--- src/phy_mgmt_defs.svh ---
// register offsets, field positions, reset values and timing counts
// assumes a management frame engine presents decoded register accesses
`ifndef PHY_MGMT_DEFS_SVH
`define PHY_MGMT_DEFS_SVH

`define OFS_SPEC_STATUS 5'h11
`define OFS_EVENT_ENABLE 5'h12
`define OFS_EVENT_FLAGS 5'h13
`define OFS_DOWNGRADE_CTL 5'h14
`define OFS_RX_ERR_COUNT 5'h15
`define OFS_EXT_ADDRESS 5'h1e
`define OFS_EXT_DATA 5'h1f
`define EXT_LINK_OPTIONS 8'h00
`define EXT_MANUAL_EEE 8'h04

`define EVENT_ENABLE_MASK 16'hfc63
`define EVT_NEG_ERROR 15
`define EVT_SPEED 14
`define EVT_DUPLEX 13
`define EVT_PAGE 12
`define EVT_LINK_DOWN 11
`define EVT_LINK_UP 10
`define EVT_WOL 6
`define EVT_DOWNGRADE 5
`define EVT_POLARITY 1
`define EVT_JABBER 0

`define DGC_WRITE_MASK 16'h0f3e
`define DGC_RESET 16'h082c
`define DGC_READ_LATCH 11
`define DGC_RESTART 10
`define DGC_REVERSE 9
`define DGC_NO_GIGA 8
`define DGC_DOWNGRADE_EN 5
`define DGC_RETRY_LSB 2
`define DGC_TIMER_SKIP 1

`define LINKOPT_WRITE_MASK 16'h00e1
`define LINKOPT_RESET 16'h0081
`define LINKOPT_DEGLITCH 7
`define LINKOPT_JUMBO 5
`define LINKOPT_ROLE 0
`define EEE_WRITE_MASK 16'he000
`define EEE_RESET 16'h8000
`define EEE_NP_TX 15
`define EEE_NP_RX 14
`define EEE_FORCE 13

`define STS_MDIX 6
`define RX_ERR_MAX 16'hffff
`define STABLE_TIME_MS 2500
`define CLK_MHZ 250
`define STABLE_CYCLES (`STABLE_TIME_MS * 1000 * `CLK_MHZ)
`endif

--- src/phy_mgmt_pkg.sv ---
// types shared by the management register block
// assumes phy_mgmt_defs.svh supplies the numeric constants
package phy_mgmt_pkg;
    typedef struct packed {
        logic link_up;
        logic resolved;
        logic forced;
        logic [1:0] speed;
        logic full_duplex;
        logic mdix;
        logic pause_tx;
        logic pause_rx;
        logic pol_reversed;
        logic jabber;
        logic page_rx;
        logic neg_error;
        logic wol_frame;
        logic downgraded;
    } line_state_t;

    typedef struct packed {
        logic read_latch;
        logic restart_neg;
        logic reverse_order;
        logic no_giga;
        logic downgrade_en;
        logic [2:0] retry_limit;
        logic timer_skip;
        logic deglitch;
        logic jumbo;
        logic fixed_role_select;
        logic eee_np_tx;
        logic eee_np_rx;
        logic eee_force;
    } ctrl_out_t;

    typedef enum logic [1:0] {DG_IDLE, DG_WAIT_LINK, DG_HOLD} dg_state_t;
endpackage : phy_mgmt_pkg

--- src/phy_status_irq_regs.sv ---
// management register bank: status, events, downgrade, rx errors, extended window
// assumes reg access strobes from the management frame engine on sys_clk
// How it works
// crossover bit reports mdix once resolved
// pause bits zero when speed forced
// polarity and jabber bits follow live state
// enables gate the interrupt, not the flags, all reset zero
// link down and link up events
// speed, duplex and page events
// wol, downgrade, polarity, jabber events
// negotiation error sets its flag
// read latch holds data during reads
// writing restart bit restarts negotiation
// reverse bit gives low speed priority
// suppress bit hides gigabit ability
// downgrade enable applies after soft reset
// attempts equal retry field plus two
// short links count as failed attempts
// saturating rx error counter on rx_er rise
// extended address selects window target
// extended data reads and writes target
// deglitch enable resets to one
// jumbo enable resets to zero
// fixed role bit decides forced role
// eee next page and ability overrides
// interrupt follows enabled pending events
// flags clear on read, set wins
`timescale 1ns/100ps
`include "phy_mgmt_defs.svh"

module phy_status_irq_regs #(
    parameter int STABLE_CYCLES = `STABLE_CYCLES
) (
    // clock and reset
    input wire logic sys_clk,
    input wire logic rst_b,
    input wire logic soft_reset,
    // register access
    input wire logic reg_wr,
    input wire logic reg_rd,
    input wire logic reg_rd_busy,
    input wire logic [4:0] reg_addr,
    input wire logic [15:0] reg_wdata,
    output logic [15:0] reg_rdata,
    // line state
    input wire phy_mgmt_pkg::line_state_t line,
    input wire logic rx_er,
    input wire logic rx_dv,
    // controls and status
    output phy_mgmt_pkg::ctrl_out_t ctrl,
    output logic neg_attempts_exhausted,
    output logic irq
);
    logic [15:0] enable_r, flags_r, dgc_r, dgc_live_r, err_r;
    logic [7:0] xaddr_r;
    logic [15:0] linkopt_r, eee_r;
    logic [15:0] rdata_nxt, rdata_r, status_w, flags_set, ext_rd;
    logic link_q, spd_q, dpx_q, pol_q, jab_q, rxer_q, page_q;
    logic [1:0] speed_q;
    logic [2:0] attempt_r;
    logic [31:0] stable_cnt_r;
    logic restart_r, exhausted_r, irq_r;
    phy_mgmt_pkg::dg_state_t dg_r;

    function automatic logic [15:0] masked_wr(input logic [15:0] old, input logic [15:0] d,
                                              input logic [15:0] m);
        masked_wr = (old & ~m) | (d & m);
    endfunction : masked_wr

    wire wr_enable = reg_wr && reg_addr == `OFS_EVENT_ENABLE;
    wire rd_flags = reg_rd && reg_addr == `OFS_EVENT_FLAGS;
    wire wr_dgc = reg_wr && reg_addr == `OFS_DOWNGRADE_CTL;
    wire wr_xaddr = reg_wr && reg_addr == `OFS_EXT_ADDRESS;
    wire wr_xdata = reg_wr && reg_addr == `OFS_EXT_DATA;
    wire sel_linkopt = xaddr_r == `EXT_LINK_OPTIONS;
    wire sel_eee = xaddr_r == `EXT_MANUAL_EEE;
    wire pause_ok = line.resolved && !line.forced;


    assign status_w = {line.speed, line.full_duplex, line.page_rx, line.resolved,
                       line.link_up, 3'h0, line.resolved & line.mdix, line.downgraded,
                       1'b0, pause_ok & line.pause_tx, pause_ok & line.pause_rx,
                       line.pol_reversed, line.jabber};


    assign flags_set = {line.neg_error, speed_q != line.speed, dpx_q != line.full_duplex,
                        line.page_rx & ~page_q, link_q & ~line.link_up,
                        ~link_q & line.link_up, 3'h0, line.wol_frame,
                        line.downgraded & ~spd_q, 3'h0, line.pol_reversed & ~pol_q,
                        line.jabber & ~jab_q};

    assign ext_rd = sel_linkopt ? linkopt_r : (sel_eee ? eee_r : 16'h0000);

    always_comb begin
        case (reg_addr)
            `OFS_SPEC_STATUS: rdata_nxt = status_w;
            `OFS_EVENT_ENABLE: rdata_nxt = enable_r;
            `OFS_EVENT_FLAGS: rdata_nxt = flags_r;
            `OFS_DOWNGRADE_CTL: rdata_nxt = dgc_r;
            `OFS_RX_ERR_COUNT: rdata_nxt = err_r;
            `OFS_EXT_ADDRESS: rdata_nxt = {8'h00, xaddr_r};
            `OFS_EXT_DATA: rdata_nxt = ext_rd;
            default: rdata_nxt = 16'h0000;
        endcase
    end

    // history of line state for edge detection; inputs share sys_clk
    always_ff @(posedge sys_clk or negedge rst_b) begin
        if (!rst_b) begin
            link_q <= 1'b0;
            speed_q <= 2'h0;
            dpx_q <= 1'b0;
            pol_q <= 1'b0;
            jab_q <= 1'b0;
            spd_q <= 1'b0;
            page_q <= 1'b0;
            rxer_q <= 1'b0;
        end else begin
            link_q <= line.link_up;
            speed_q <= line.speed;
            dpx_q <= line.full_duplex;
            pol_q <= line.pol_reversed;
            jab_q <= line.jabber;
            spd_q <= line.downgraded;
            page_q <= line.page_rx;
            rxer_q <= rx_er;
        end
    end

    always_ff @(posedge sys_clk or negedge rst_b) begin
        if (!rst_b) begin
            enable_r <= 16'h0000;
            flags_r <= 16'h0000;
        end else if (soft_reset) begin
            enable_r <= 16'h0000;
            flags_r <= 16'h0000;
        end else begin
            if (wr_enable)
                enable_r <= reg_wdata & `EVENT_ENABLE_MASK;
            // set wins over the clear-on-read
            flags_r <= ((rd_flags ? 16'h0000 : flags_r) | flags_set)
                       & `EVENT_ENABLE_MASK;
        end
    end


    always_ff @(posedge sys_clk or negedge rst_b) begin
        if (!rst_b)
            irq_r <= 1'b0;
        else
            irq_r <= |(flags_r & enable_r);
    end

    // held read data stays frozen while the engine shifts it out
    always_ff @(posedge sys_clk or negedge rst_b) begin
        if (!rst_b)
            rdata_r <= 16'h0000;
        else if (reg_rd || !(dgc_r[`DGC_READ_LATCH] && reg_rd_busy))
            rdata_r <= rdata_nxt;
    end

    // live copy refreshed only by soft reset
    always_ff @(posedge sys_clk or negedge rst_b) begin
        if (!rst_b) begin
            dgc_r <= `DGC_RESET;
            dgc_live_r <= `DGC_RESET;
            restart_r <= 1'b0;
        end else begin
            restart_r <= wr_dgc && reg_wdata[`DGC_RESTART];
            if (soft_reset)
                dgc_live_r <= dgc_r;
            if (wr_dgc)
                dgc_r <= masked_wr(dgc_r, reg_wdata, `DGC_WRITE_MASK);
        end
    end


    always_ff @(posedge sys_clk or negedge rst_b) begin
        if (!rst_b)
            err_r <= 16'h0000;
        else if (rx_er && !rxer_q && rx_dv && err_r != `RX_ERR_MAX)
            err_r <= err_r + 16'h0001;
    end


    always_ff @(posedge sys_clk or negedge rst_b) begin
        if (!rst_b) begin
            xaddr_r <= 8'h00;
            linkopt_r <= `LINKOPT_RESET;
            eee_r <= `EEE_RESET;
        end else begin
            if (wr_xaddr)
                xaddr_r <= reg_wdata[7:0];
            if (wr_xdata && sel_linkopt)
                linkopt_r <= masked_wr(linkopt_r, reg_wdata, `LINKOPT_WRITE_MASK);
            if (soft_reset)
                eee_r <= `EEE_RESET;
            else if (wr_xdata && sel_eee)
                eee_r <= masked_wr(eee_r, reg_wdata, `EEE_WRITE_MASK);
        end
    end

    // attempt counter; links shorter than the stability time fail
    wire [2:0] limit_w = dgc_live_r[`DGC_RETRY_LSB +: 3];
    wire [3:0] attempts_w = {1'b0, limit_w} + 4'h2;
    always_ff @(posedge sys_clk or negedge rst_b) begin
        if (!rst_b) begin
            dg_r <= phy_mgmt_pkg::DG_WAIT_LINK;
            attempt_r <= 3'h0;
            stable_cnt_r <= 32'h0;
            exhausted_r <= 1'b0;
        end else if (soft_reset || restart_r || !dgc_live_r[`DGC_DOWNGRADE_EN]) begin
            dg_r <= phy_mgmt_pkg::DG_WAIT_LINK;
            attempt_r <= 3'h0;
            stable_cnt_r <= 32'h0;
            exhausted_r <= 1'b0;
        end else begin
            case (dg_r)
                phy_mgmt_pkg::DG_WAIT_LINK: begin
                    if (line.link_up && !link_q) begin
                        dg_r <= phy_mgmt_pkg::DG_HOLD;
                        stable_cnt_r <= 32'h0;
                    end
                end
                phy_mgmt_pkg::DG_HOLD: begin
                    if (!line.link_up && !dgc_live_r[`DGC_TIMER_SKIP]) begin
                        dg_r <= phy_mgmt_pkg::DG_WAIT_LINK;
                        if ({1'b0, attempt_r} + 4'h1 >= attempts_w)
                            exhausted_r <= 1'b1;
                        else
                            attempt_r <= attempt_r + 3'h1;
                    end else if (stable_cnt_r == 32'(STABLE_CYCLES - 1)
                                 || dgc_live_r[`DGC_TIMER_SKIP]) begin
                        dg_r <= phy_mgmt_pkg::DG_IDLE;
                        attempt_r <= 3'h0;
                    end else begin
                        stable_cnt_r <= stable_cnt_r + 32'h1;
                    end
                end
                phy_mgmt_pkg::DG_IDLE: begin
                    if (!line.link_up)
                        dg_r <= phy_mgmt_pkg::DG_WAIT_LINK;
                end
                default: dg_r <= phy_mgmt_pkg::DG_WAIT_LINK;
            endcase
        end
    end


    always_ff @(posedge sys_clk or negedge rst_b) begin
        if (!rst_b) begin
            ctrl <= '0;
        end else begin
            ctrl.read_latch <= dgc_r[`DGC_READ_LATCH];
            ctrl.restart_neg <= restart_r;
            ctrl.reverse_order <= dgc_r[`DGC_REVERSE];
            ctrl.no_giga <= dgc_r[`DGC_NO_GIGA];
            ctrl.downgrade_en <= dgc_live_r[`DGC_DOWNGRADE_EN];
            ctrl.retry_limit <= limit_w;
            ctrl.timer_skip <= dgc_live_r[`DGC_TIMER_SKIP];
            ctrl.deglitch <= linkopt_r[`LINKOPT_DEGLITCH];
            ctrl.jumbo <= linkopt_r[`LINKOPT_JUMBO];
            ctrl.fixed_role_select <= linkopt_r[`LINKOPT_ROLE];
            ctrl.eee_np_tx <= eee_r[`EEE_NP_TX];
            ctrl.eee_np_rx <= eee_r[`EEE_NP_RX];
            ctrl.eee_force <= eee_r[`EEE_FORCE];
        end
    end

    assign reg_rdata = rdata_r;
    assign irq = irq_r;
    assign neg_attempts_exhausted = exhausted_r;

    property p_link_down_flag;
        @(posedge sys_clk) disable iff (!rst_b)
        (!soft_reset && link_q && !line.link_up) |=> flags_r[`EVT_LINK_DOWN];
    endproperty
    a_link_down_flag: assert property (p_link_down_flag) else $error("link down missed");

    property p_link_up_flag;
        @(posedge sys_clk) disable iff (!rst_b)
        (!soft_reset && !link_q && line.link_up) |=> flags_r[`EVT_LINK_UP];
    endproperty
    a_link_up_flag: assert property (p_link_up_flag) else $error("link up missed");

    property p_irq_follows;
        @(posedge sys_clk) disable iff (!rst_b)
        ##1 irq == $past(|(flags_r & enable_r));
    endproperty
    a_irq_follows: assert property (p_irq_follows) else $error("irq mismatch");

    property p_flag_clear;
        @(posedge sys_clk) disable iff (!rst_b)
        (rd_flags && flags_set == 16'h0) |=> flags_r == 16'h0;
    endproperty
    a_flag_clear: assert property (p_flag_clear) else $error("flags not cleared");

    property p_err_sat;
        @(posedge sys_clk) disable iff (!rst_b)
        err_r == `RX_ERR_MAX |=> err_r == `RX_ERR_MAX;
    endproperty
    a_err_sat: assert property (p_err_sat) else $error("error counter wrapped");

    property p_err_inc;
        @(posedge sys_clk) disable iff (!rst_b)
        (rx_er && !rxer_q && rx_dv && err_r != `RX_ERR_MAX) |=> err_r == $past(err_r) + 16'h1;
    endproperty
    a_err_inc: assert property (p_err_inc) else $error("error count missed");

    property p_pause_forced;
        @(posedge sys_clk) disable iff (!rst_b)
        line.forced |-> status_w[3:2] == 2'b00;
    endproperty
    a_pause_forced: assert property (p_pause_forced) else $error("pause in forced mode");

    property p_restart;
        @(posedge sys_clk) disable iff (!rst_b)
        (wr_dgc && reg_wdata[`DGC_RESTART]) |=> ##1 ctrl.restart_neg;
    endproperty
    a_restart: assert property (p_restart) else $error("restart not issued");

    property p_dg_hold_soft;
        @(posedge sys_clk) disable iff (!rst_b)
        (wr_dgc && !soft_reset) |=> dgc_live_r == $past(dgc_live_r);
    endproperty
    a_dg_hold_soft: assert property (p_dg_hold_soft) else $error("downgrade took early");

    property p_speed_flag;
        @(posedge sys_clk) disable iff (!rst_b)
        (!soft_reset && speed_q != line.speed) |=> flags_r[`EVT_SPEED];
    endproperty
    a_speed_flag: assert property (p_speed_flag) else $error("speed event missed");

    property p_pol_flag;
        @(posedge sys_clk) disable iff (!rst_b)
        (!soft_reset && line.pol_reversed && !pol_q) |=> flags_r[`EVT_POLARITY];
    endproperty
    a_pol_flag: assert property (p_pol_flag) else $error("polarity event missed");

    property p_enable_write;
        @(posedge sys_clk) disable iff (!rst_b)
        (wr_enable && !soft_reset) |=> enable_r == ($past(reg_wdata) & `EVENT_ENABLE_MASK);
    endproperty
    a_enable_write: assert property (p_enable_write) else $error("enable write lost");

    property p_read_hold;
        @(posedge sys_clk) disable iff (!rst_b)
        (dgc_r[`DGC_READ_LATCH] && reg_rd_busy && !reg_rd) |=> $stable(reg_rdata);
    endproperty
    a_read_hold: assert property (p_read_hold) else $error("read data moved");

    property p_xover_valid;
        @(posedge sys_clk) disable iff (!rst_b)
        (reg_rd && reg_addr == `OFS_SPEC_STATUS && !line.resolved) |=> !reg_rdata[`STS_MDIX];
    endproperty
    a_xover_valid: assert property (p_xover_valid) else $error("crossover before resolve");

    property p_ext_read;
        @(posedge sys_clk) disable iff (!rst_b)
        (reg_rd && reg_addr == `OFS_EXT_DATA && sel_eee) |=> reg_rdata == $past(eee_r);
    endproperty
    a_ext_read: assert property (p_ext_read) else $error("window read wrong");

    property p_exhaust_clear;
        @(posedge sys_clk) disable iff (!rst_b)
        (soft_reset || restart_r) |=> !exhausted_r;
    endproperty
    a_exhaust_clear: assert property (p_exhaust_clear) else $error("retry budget kept");

    c_flag_irq: cover property (@(posedge sys_clk) disable iff (!rst_b) irq ##1 rd_flags);
    c_restart: cover property (@(posedge sys_clk) disable iff (!rst_b) ctrl.restart_neg);
    c_latch_hold: cover property (@(posedge sys_clk) disable iff (!rst_b)
        reg_rd ##1 (reg_rd_busy && dgc_r[`DGC_READ_LATCH]));
    c_exhaust: cover property (@(posedge sys_clk) disable iff (!rst_b) $rose(exhausted_r));
    c_err_sat: cover property (@(posedge sys_clk) disable iff (!rst_b) err_r == `RX_ERR_MAX);
endmodule : phy_status_irq_regs

--- config.mk ---
export PLATFORM = sky130hd
export DESIGN_NAME = phy_status_irq_regs
export DESIGN_NICKNAME = d
export VERILOG_FILES = /design/src/phy_mgmt_pkg.sv /design/src/phy_status_irq_regs.sv
export VERILOG_INCLUDE_DIRS = /design/src
export SDC_FILE = /design/constraint.sdc
export NUM_CORES = 1
export LEC_CHECK = 0
export ABC_AREA = 1
export ABC_CLOCK_PERIOD_IN_PS = 2600
export BUFFER_PORTS_ARGS = -buffer_cell sky130_fd_sc_hd__buf_4
export CAP_MARGIN = 5
export CORE_AREA = 2 2 120 122
export DETAILED_ROUTE_END_ITERATION = 10
export DIE_AREA = 0 0 122 124
export GPL_TIMING_DRIVEN = 0
export PLACE_DENSITY = 0.74
export SYNTH_ARGS = -nofsm -noshare
export SYNTH_HDL_FRONTEND = slang
export SYNTH_SLANG_ARGS = --single-unit
--- constraint.sdc ---
create_clock -name sys_clk -period 2.6 [get_ports sys_clk]
set_clock_uncertainty 0.2 [all_clocks]
set_input_delay 0.65 -clock sys_clk [delete_from_list [all_inputs] [get_ports sys_clk]]
set_output_delay 0.65 -clock sys_clk [all_outputs]
set_load 0.005 [all_outputs]
==> results_dict.tcl, run 1 <==
set metrics [dict create \
    outcome "complete, but fails checks" \
    violations "hold timing" \
    wirelength_um 19050 \
    hold_viol_final 20 \
    met3_length_um 1030 \
    overflow 0 \
    switching_share 0.2556 \
    synth-adder-area-share 0.01336 \
    clkSinkCount 145 \
    hold_class "input port to asynchronous set/reset pin" \
    drive_gt1_frac 0.1547 \
    viasPerCell 5.320 \
    synth_compound_area_frac 0.05776 \
    initial_core_util 0.5463 \
    portBuffers 76 \
    drtIter0Drc 617 \
    avgSynthCellArea_um2 7.775 \
    period_share 0.8282 \
    fin_nets 1112 \
    cts_tree "yes" \
    drc 0 \
    pwr-share-clk 0.452 \
    synth-simple-area-share 0.3287 \
    finalSetupViolCount 0 \
    grt_pass1_vias 6478 \
    dr.pass1.iters 7 \
    cellLeakagePower_nw 4.458 \
    post-cts-setup-buffers 0 \
    routed.top_layer "met4" \
    setup_tns_ns 0 \
    clock_latency_ns 0.43 \
    ant_nets 0 \
    maxClockFrequency_mhz 464.4 \
    synthMuxAreaShare 0.003005 \
    cts.path.max_buffers 2 \
    p_int_mw 4.515 \
    path_max_fanout 5 \
    place_hpwl_um 13700 \
    htreeDepth 4 \
    clkSlewWorstSetupHoldPaths_ns 0.06 \
    final_common_cell "nand2_1" \
    ir_drop_v 0.0004586 \
    setup.worst_path.class "flop to flop" \
    holdWs_ns -0.01595 \
    cap_violations 0 \
    reg2reg_from "attempt_r[0]" \
    pwr-share-comb 0.110 \
    r2r_slack_ns 0.45 \
    critical_path_required_ns 2.71 \
    synth_xor_area_frac 0.04558 \
    yosysSeqAreaShare 0.4860 \
    cts.repair.resized 0 \
    synth_top_family_by_area "simple AND/OR/NAND/NOR gates" \
    syn_to_final_growth_pct 19.85 \
    dieArea_um2 15130 \
    ys_ff_latch 145 \
    endpoint_kind "flop" \
    power_frac_seq 0.438 \
    synth_edf_count 0 \
    final_max_slew_viol_count 0 \
    max-slew-margin-rel 0.6365 \
    num_vias 6666 \
    pin_count 77 \
    crit_arrival_ns 2.27 \
    grt.total_usage 0.2735 \
    p_total_mw 6.065 \
    ys_async_sr_fraction 1.000 \
    die_x_um 122 \
    worst_pin_slew_ns 0.5453 \
    gp_congestion 0.9195 \
    ys.flop_type "dfrtp_1" \
    antenna_cells 0 \
    r2r_end "attempt_r[1]" \
    core_um2 13720 \
    antenna_found_initial 0 \
    powerDensity_nw_per_um2 675.2 \
    rows 43 \
    synth_cells 964 \
    wl_met2_um 9267 \
    fill_cells 1169 \
    cts_inserted_buffers 17 \
    mostFrequentLayoutCells "nand2_1 (344), dfrtp_1 (134), inv_1 (99)" \
    startpoint_type "flop" \
    grt_pass1_wl_um 31820 \
    avgRoutedWirePerCell_um 15.20 \
    ys_types 42 \
    synth_fp_nets 1016 \
    rsz0062_at_grt "no" \
    cts_hold_buf 0 \
    p_sw_mw 1.550 \
    yosysWarnings 0 \
    fp.dieH_um 124 \
    min_period_ns 2.153 \
    met1_length_um 8270 \
    grt_max_degree 90 \
    root_buffer "clkbuf_16" \
    r2r_cells 10 \
    synth_area_um2 7495 \
]
==> synthesized netlist by cell type, types with 2 or more instances <==
cell	number	share of area
nand3_1	60	0.040
a221oi_1	2	0.0023
o21ai_0	51	0.034
nand2_1	344	0.17
o21ai_1	3	0.0020
buf_2	3	0.0020
clkbuf_1	7	0.0035
xor2_1	28	0.033
nor3_1	16	0.011
dfrtp_1	134	0.45
inv_1	99	0.050
nor3b_1	4	0.0040
nor2_1	83	0.042
o211ai_1	2	0.0020
nor2_2	6	0.0050
nand2_2	17	0.014
ha_1	8	0.013
nand4_1	27	0.023
dfstp_2	11	0.039
o22ai_1	5	0.0042
nor4_1	2	0.0017
xnor2_1	11	0.013
nor2_4	4	0.0060
buf_6	3	0.0045
inv_2	5	0.0025
a21oi_1	12	0.0080
mux2_2	2	0.0030
==> through the flow <==
stage | cells | cell area (µm²) | setup slack, ns | utilization
floorplan | 964 | 7495 | 0.6822 | -
global placement | 1220 | 8290 | 0.03372 | 0.6043
detailed placement | 1221 | 8322 | 0.2147 | 0.6066
CTS | 1253 | 8982 | 0.4420 | 0.6547
global route | 1253 | 8982 | 0.3342 | 0.6547
finish | 1253 | 8982 | 0.4468 | 0.6547
==> layer usage <==
layer | global-route usage | vias to the layer above
met4 | 0.1135 | 0
met3 | 0.05632 | 33
met5 | 0 | -
met1 | 0.3510 | 3146
met2 | 0.4539 | 226
li1 | - | 3261
==> worst max path at each step <==
stage / startpoint / slack [ns] / endpoint
2_1_floorplan: attempt_r[0] / 0.68 / attempt_r[0]
3_3_place_gp: rst_b / 0.03 / rxer_q
3_5_place_dp: reg_addr[3] / 0.21 / dgc_r[10]
4_1_cts: attempt_r[0] / 0.44 / attempt_r[1]
5_1_grt: err_r[0] / 0.33 / err_r[14]
6_report: attempt_r[0] / 0.45 / attempt_r[1]
==> worst max-delay path, cell delays in order, from the launching register on <==
cell and delay, ns:
dfrtp_1 0.43, ha_1 0.23, xnor2_1 0.20, inv_1 0.07
ha_1 0.31, nand4_1 0.08, nand3_1 0.11, nand2_1 0.14
nand3_1 0.15, nand2_1 0.09, nand2_1 0.05
==> sequential cells by signal, indices dropped and copies added, names as in the netlist, 3 cells and up <==
register and count:
err_r 16, flags_r 10, eee_r 3, dgc_r 9
enable_r 10, xaddr_r 8, reg_rdata 16, attempt_r 3
ctrl 15, linkopt_r 4, stable_cnt_r 32, dgc_live_r 5
==> cell families after synthesis <==
| group | Yosys count |
|---|---|
| simple gates | 571 |
| flops | 145 |
| buf+inv | 119 |
| compound gates | 80 |
| xor+xnor | 39 |
| fa+ha+maj | 8 |
| mux | 2 |
==> cell type report <==
class / instances / area (µm²) / area share
Sequential cell: 145 / 3642 / 0.4055
Multi-Input combinational cell: 700 / 3361 / 0.3741
Timing Repair Buffer: 77 / 601.8 / 0.06700
Clock buffer: 21 / 460.4 / 0.05126
Inverter: 105 / 396.6 / 0.04416
Tap cell: 180 / 225.2 / 0.02507
Clock inverter: 11 / 200.2 / 0.02229
Buffer: 14 / 95.09 / 0.01059
==> power groups by stage <==
| stage | registers (mW) | clock network [mW] | logic (mW) |
|---|---|---|---|
| 2_1_floorplan | 2.64 | 0 | 0.378 |
| 3_3_place_gp | 2.69 | 0 | 0.639 |
| 3_5_place_dp | 2.69 | 0 | 0.664 |
| 4_1_cts | 2.65 | 2.77 | 0.671 |
| 5_1_grt | 2.68 | 2.88 | 0.756 |
| 6_report | 2.66 | 2.74 | 0.667 |
Note: power is estimated with default switching activity, not from simulation.
==> inputs of run 2 (changes only) <==
--- a/config.mk
+++ b/config.mk
@@ -7,14 +7,14 @@
 export NUM_CORES = 1
 export LEC_CHECK = 0
 export ABC_AREA = 1
-export ABC_CLOCK_PERIOD_IN_PS = 2600
+export ABC_CLOCK_PERIOD_IN_PS = 1900
 export BUFFER_PORTS_ARGS = -buffer_cell sky130_fd_sc_hd__buf_4
 export CAP_MARGIN = 5
-export CORE_AREA = 2 2 120 122
+export CORE_AREA = 2 2 121 123
 export DETAILED_ROUTE_END_ITERATION = 10
-export DIE_AREA = 0 0 122 124
+export DIE_AREA = 0 0 123 125
 export GPL_TIMING_DRIVEN = 0
-export PLACE_DENSITY = 0.74
+export PLACE_DENSITY = 0.76
 export SYNTH_ARGS = -nofsm -noshare
 export SYNTH_HDL_FRONTEND = slang
 export SYNTH_SLANG_ARGS = --single-unit
==> constraint.sdc (replaced) <==
create_clock -name sys_clk -period 1.9 [get_ports sys_clk]
set_clock_uncertainty 0.2 [all_clocks]
set_input_delay 0.475 -clock sys_clk [delete_from_list [all_inputs] [get_ports sys_clk]]
set_output_delay 0.475 -clock sys_clk [all_outputs]
set_load 0.005 [all_outputs]
==> results_dict.tcl, run 2 (same netlist as run 1, synthesis figures left out) <==
set metrics [dict create \
    grt_max_degree 81 \
    layout_setup_ws_ns -0.008078 \
    dieArea_um2 15380 \
    maxClockFrequency_mhz 524.1 \
    wirelength_um 19650 \
    syn_to_final_growth_pct 26.69 \
    mostFrequentLayoutCells "nand2_1 (334), dfrtp_1 (131), buf_4 (97)" \
    final_max_slew_viol_count 0 \
    hold_class "input port to flop" \
    grt_pass1_vias 6571 \
    ir_drop_v 0.001018 \
    fin_nets 1147 \
    top_register "stable_cnt_r" \
    final_common_cell "nand2_1" \
    initial_core_util 0.5277 \
    cts_tree "yes" \
    pre_cts_ws_ns -0.3488 \
    min_period_ns 1.908 \
    viasPerCell 5.279 \
    cts_inserted_buffers 17 \
    period_share 1.004 \
    holdWs_ns 0.06619 \
    drive_gt1_frac 0.2103 \
    crit_arrival_ns 2.02 \
    portBuffers 76 \
    root_buffer "clkbuf_16" \
    clkSinkCount 145 \
    ant_nets 0 \
    outcome "complete, but fails checks" \
    rsz0062_at_grt "yes" \
    cellLeakagePower_nw 4.677 \
    fin_area_um2 9495 \
    path_max_fanout 4 \
    endpoint_kind "flop" \
    power_frac_seq 0.441 \
    path_buf_inv 1 \
    hold_viol_final 0 \
    grt.total_usage 0.2635 \
    pwr-share-comb 0.127 \
    grt_pass1_wl_um 31660 \
    cts.path.max_buffers 2 \
    largest_reg_flops 32 \
    die_x_um 123 \
    clkSlewWorstSetupHoldPaths_ns 0.06 \
    crit_chain "buf_4 -> and3_4 -> ha_4 -> a21oi_4 -> nand3_2 -> nand2_2 -> nand3_2 -> nand2_1 -> nand2_1" \
    htreeDepth 4 \
    p_sw_mw 2.209 \
    num_vias 6821 \
    critPathSlowestCell "dfrtp_1" \
    avgRoutedWirePerCell_um 15.21 \
    gp_congestion 0.9219 \
    setup.worst_path.class "flop to flop" \
    critical_path_required_ns 2.01 \
    overflow 0 \
    fp.dieH_um 125 \
    finalSetupViolCount 1 \
    dr.pass1.iters 5 \
    antenna_cells 0 \
    drtIter0Drc 488 \
    worst_pin_slew_ns 0.6649 \
    placed_area_um2 8337 \
    place_hpwl_um 13750 \
    violations "setup timing" \
    drc 0 \
    antenna_found_initial 0 \
    switching_share 0.2691 \
    max-slew-margin-rel 0.5567 \
    core_um2 14200 \
    cpPeakStageDelay_ns 0.42 \
    startpoint_type "flop" \
    p_int_mw 5.999 \
    pin_count 77 \
    pwr-share-clk 0.432 \
    path_delay_family "simple AND/OR/NAND/NOR gates" \
    rows 44 \
    clock_latency_ns 0.42 \
    cap_violations 0 \
    powerDensity_nw_per_um2 864.4 \
]
[run 2: cell types whose count changed in the layout (fill, tap and decap cells not counted), sizes merged]
cell	previous run	this run
dlygate4sd3	0	10
clkbuf	28	27
clkinv	1	4
buf	84	108
bufinv	5	3
inv	108	109
[run 2: layout make-up]
cell class,instances,area (µm²)
fill,1170,4708
sequential,145,3646
multi-input combinational,700,3568
timing repair buffer,112,914.6
clock buffer,19,452.9
inverter,105,396.6
tap,184,230.2
clock inverter,13,173.9
buffer,14,112.6
[run 2: path summary, 6_finish.rpt]
check                              from               to  slack, ns  depth (start not counted)
min                             line[1]       flags_r[6]       0.07                          3
max in group asynchronous         rst_b     linkopt_r[7]       0.25                          3
min reg2reg                   restart_r         ctrl[13]       0.17                          0
max reg2reg                attempt_r[0]     attempt_r[0]     -0.008                          9
min in group asynchronous         rst_b  stable_cnt_r[5]       0.41                          2
max                        attempt_r[0]     attempt_r[0]     -0.008                          9
[run 2: stage by stage]
step	total power [mW]	instances	setup TNS (ns)	utilization
after detailed placement	4.581	1225	-18.22	0.5869
after global routing	8.566	1292	-2.167	0.6685
final	8.208	1292	-0.008078	0.6685
after floorplan	4.136	964	0	-
after CTS	8.183	1281	-0.01395	0.6531
after global placement	4.545	1224	-81.26	0.5847
[run 2: power by group through the flow]
stage          logic, mW  registers, mW  clock network [mW]
3_3_place_gp       0.881           3.66                   0
5_1_grt             1.17           3.65                3.74
2_1_floorplan      0.520           3.62                   0
6_report            1.04           3.62                3.54
3_5_place_dp       0.913           3.67                   0
4_1_cts            0.991           3.62                3.58
[run 2: what timing repair did]
action / in CTS / in global routing
endpoints found under the setup margin: 54 / 62
pin swaps: 13 / 9
hold buffers: 10 / 0
hold endpoints to repair: 70 / 0
setup buffers: 14 / 8
cloned: 0 / 3
gates resized for setup: 20 / 37
[run 2: tightest hold or removal path, delay by kind of cell]
family                 cells  cell delay (ns)
buffers and inverters      1             0.08
and+or+nand+nor            1             0.07
AOI/OAI and AO/OA          1             0.03
[run 2: metal layers]
layer | up-vias | share of wire | global-route usage
li1 | 3331 | - | -
met1 | 3225 | 0.41 | 0.3349
met2 | 221 | 0.51 | 0.4417
met3 | 44 | 0.052 | 0.05520
met4 | 0 | 0.025 | 0.09693
met5 | - | 0 | 0
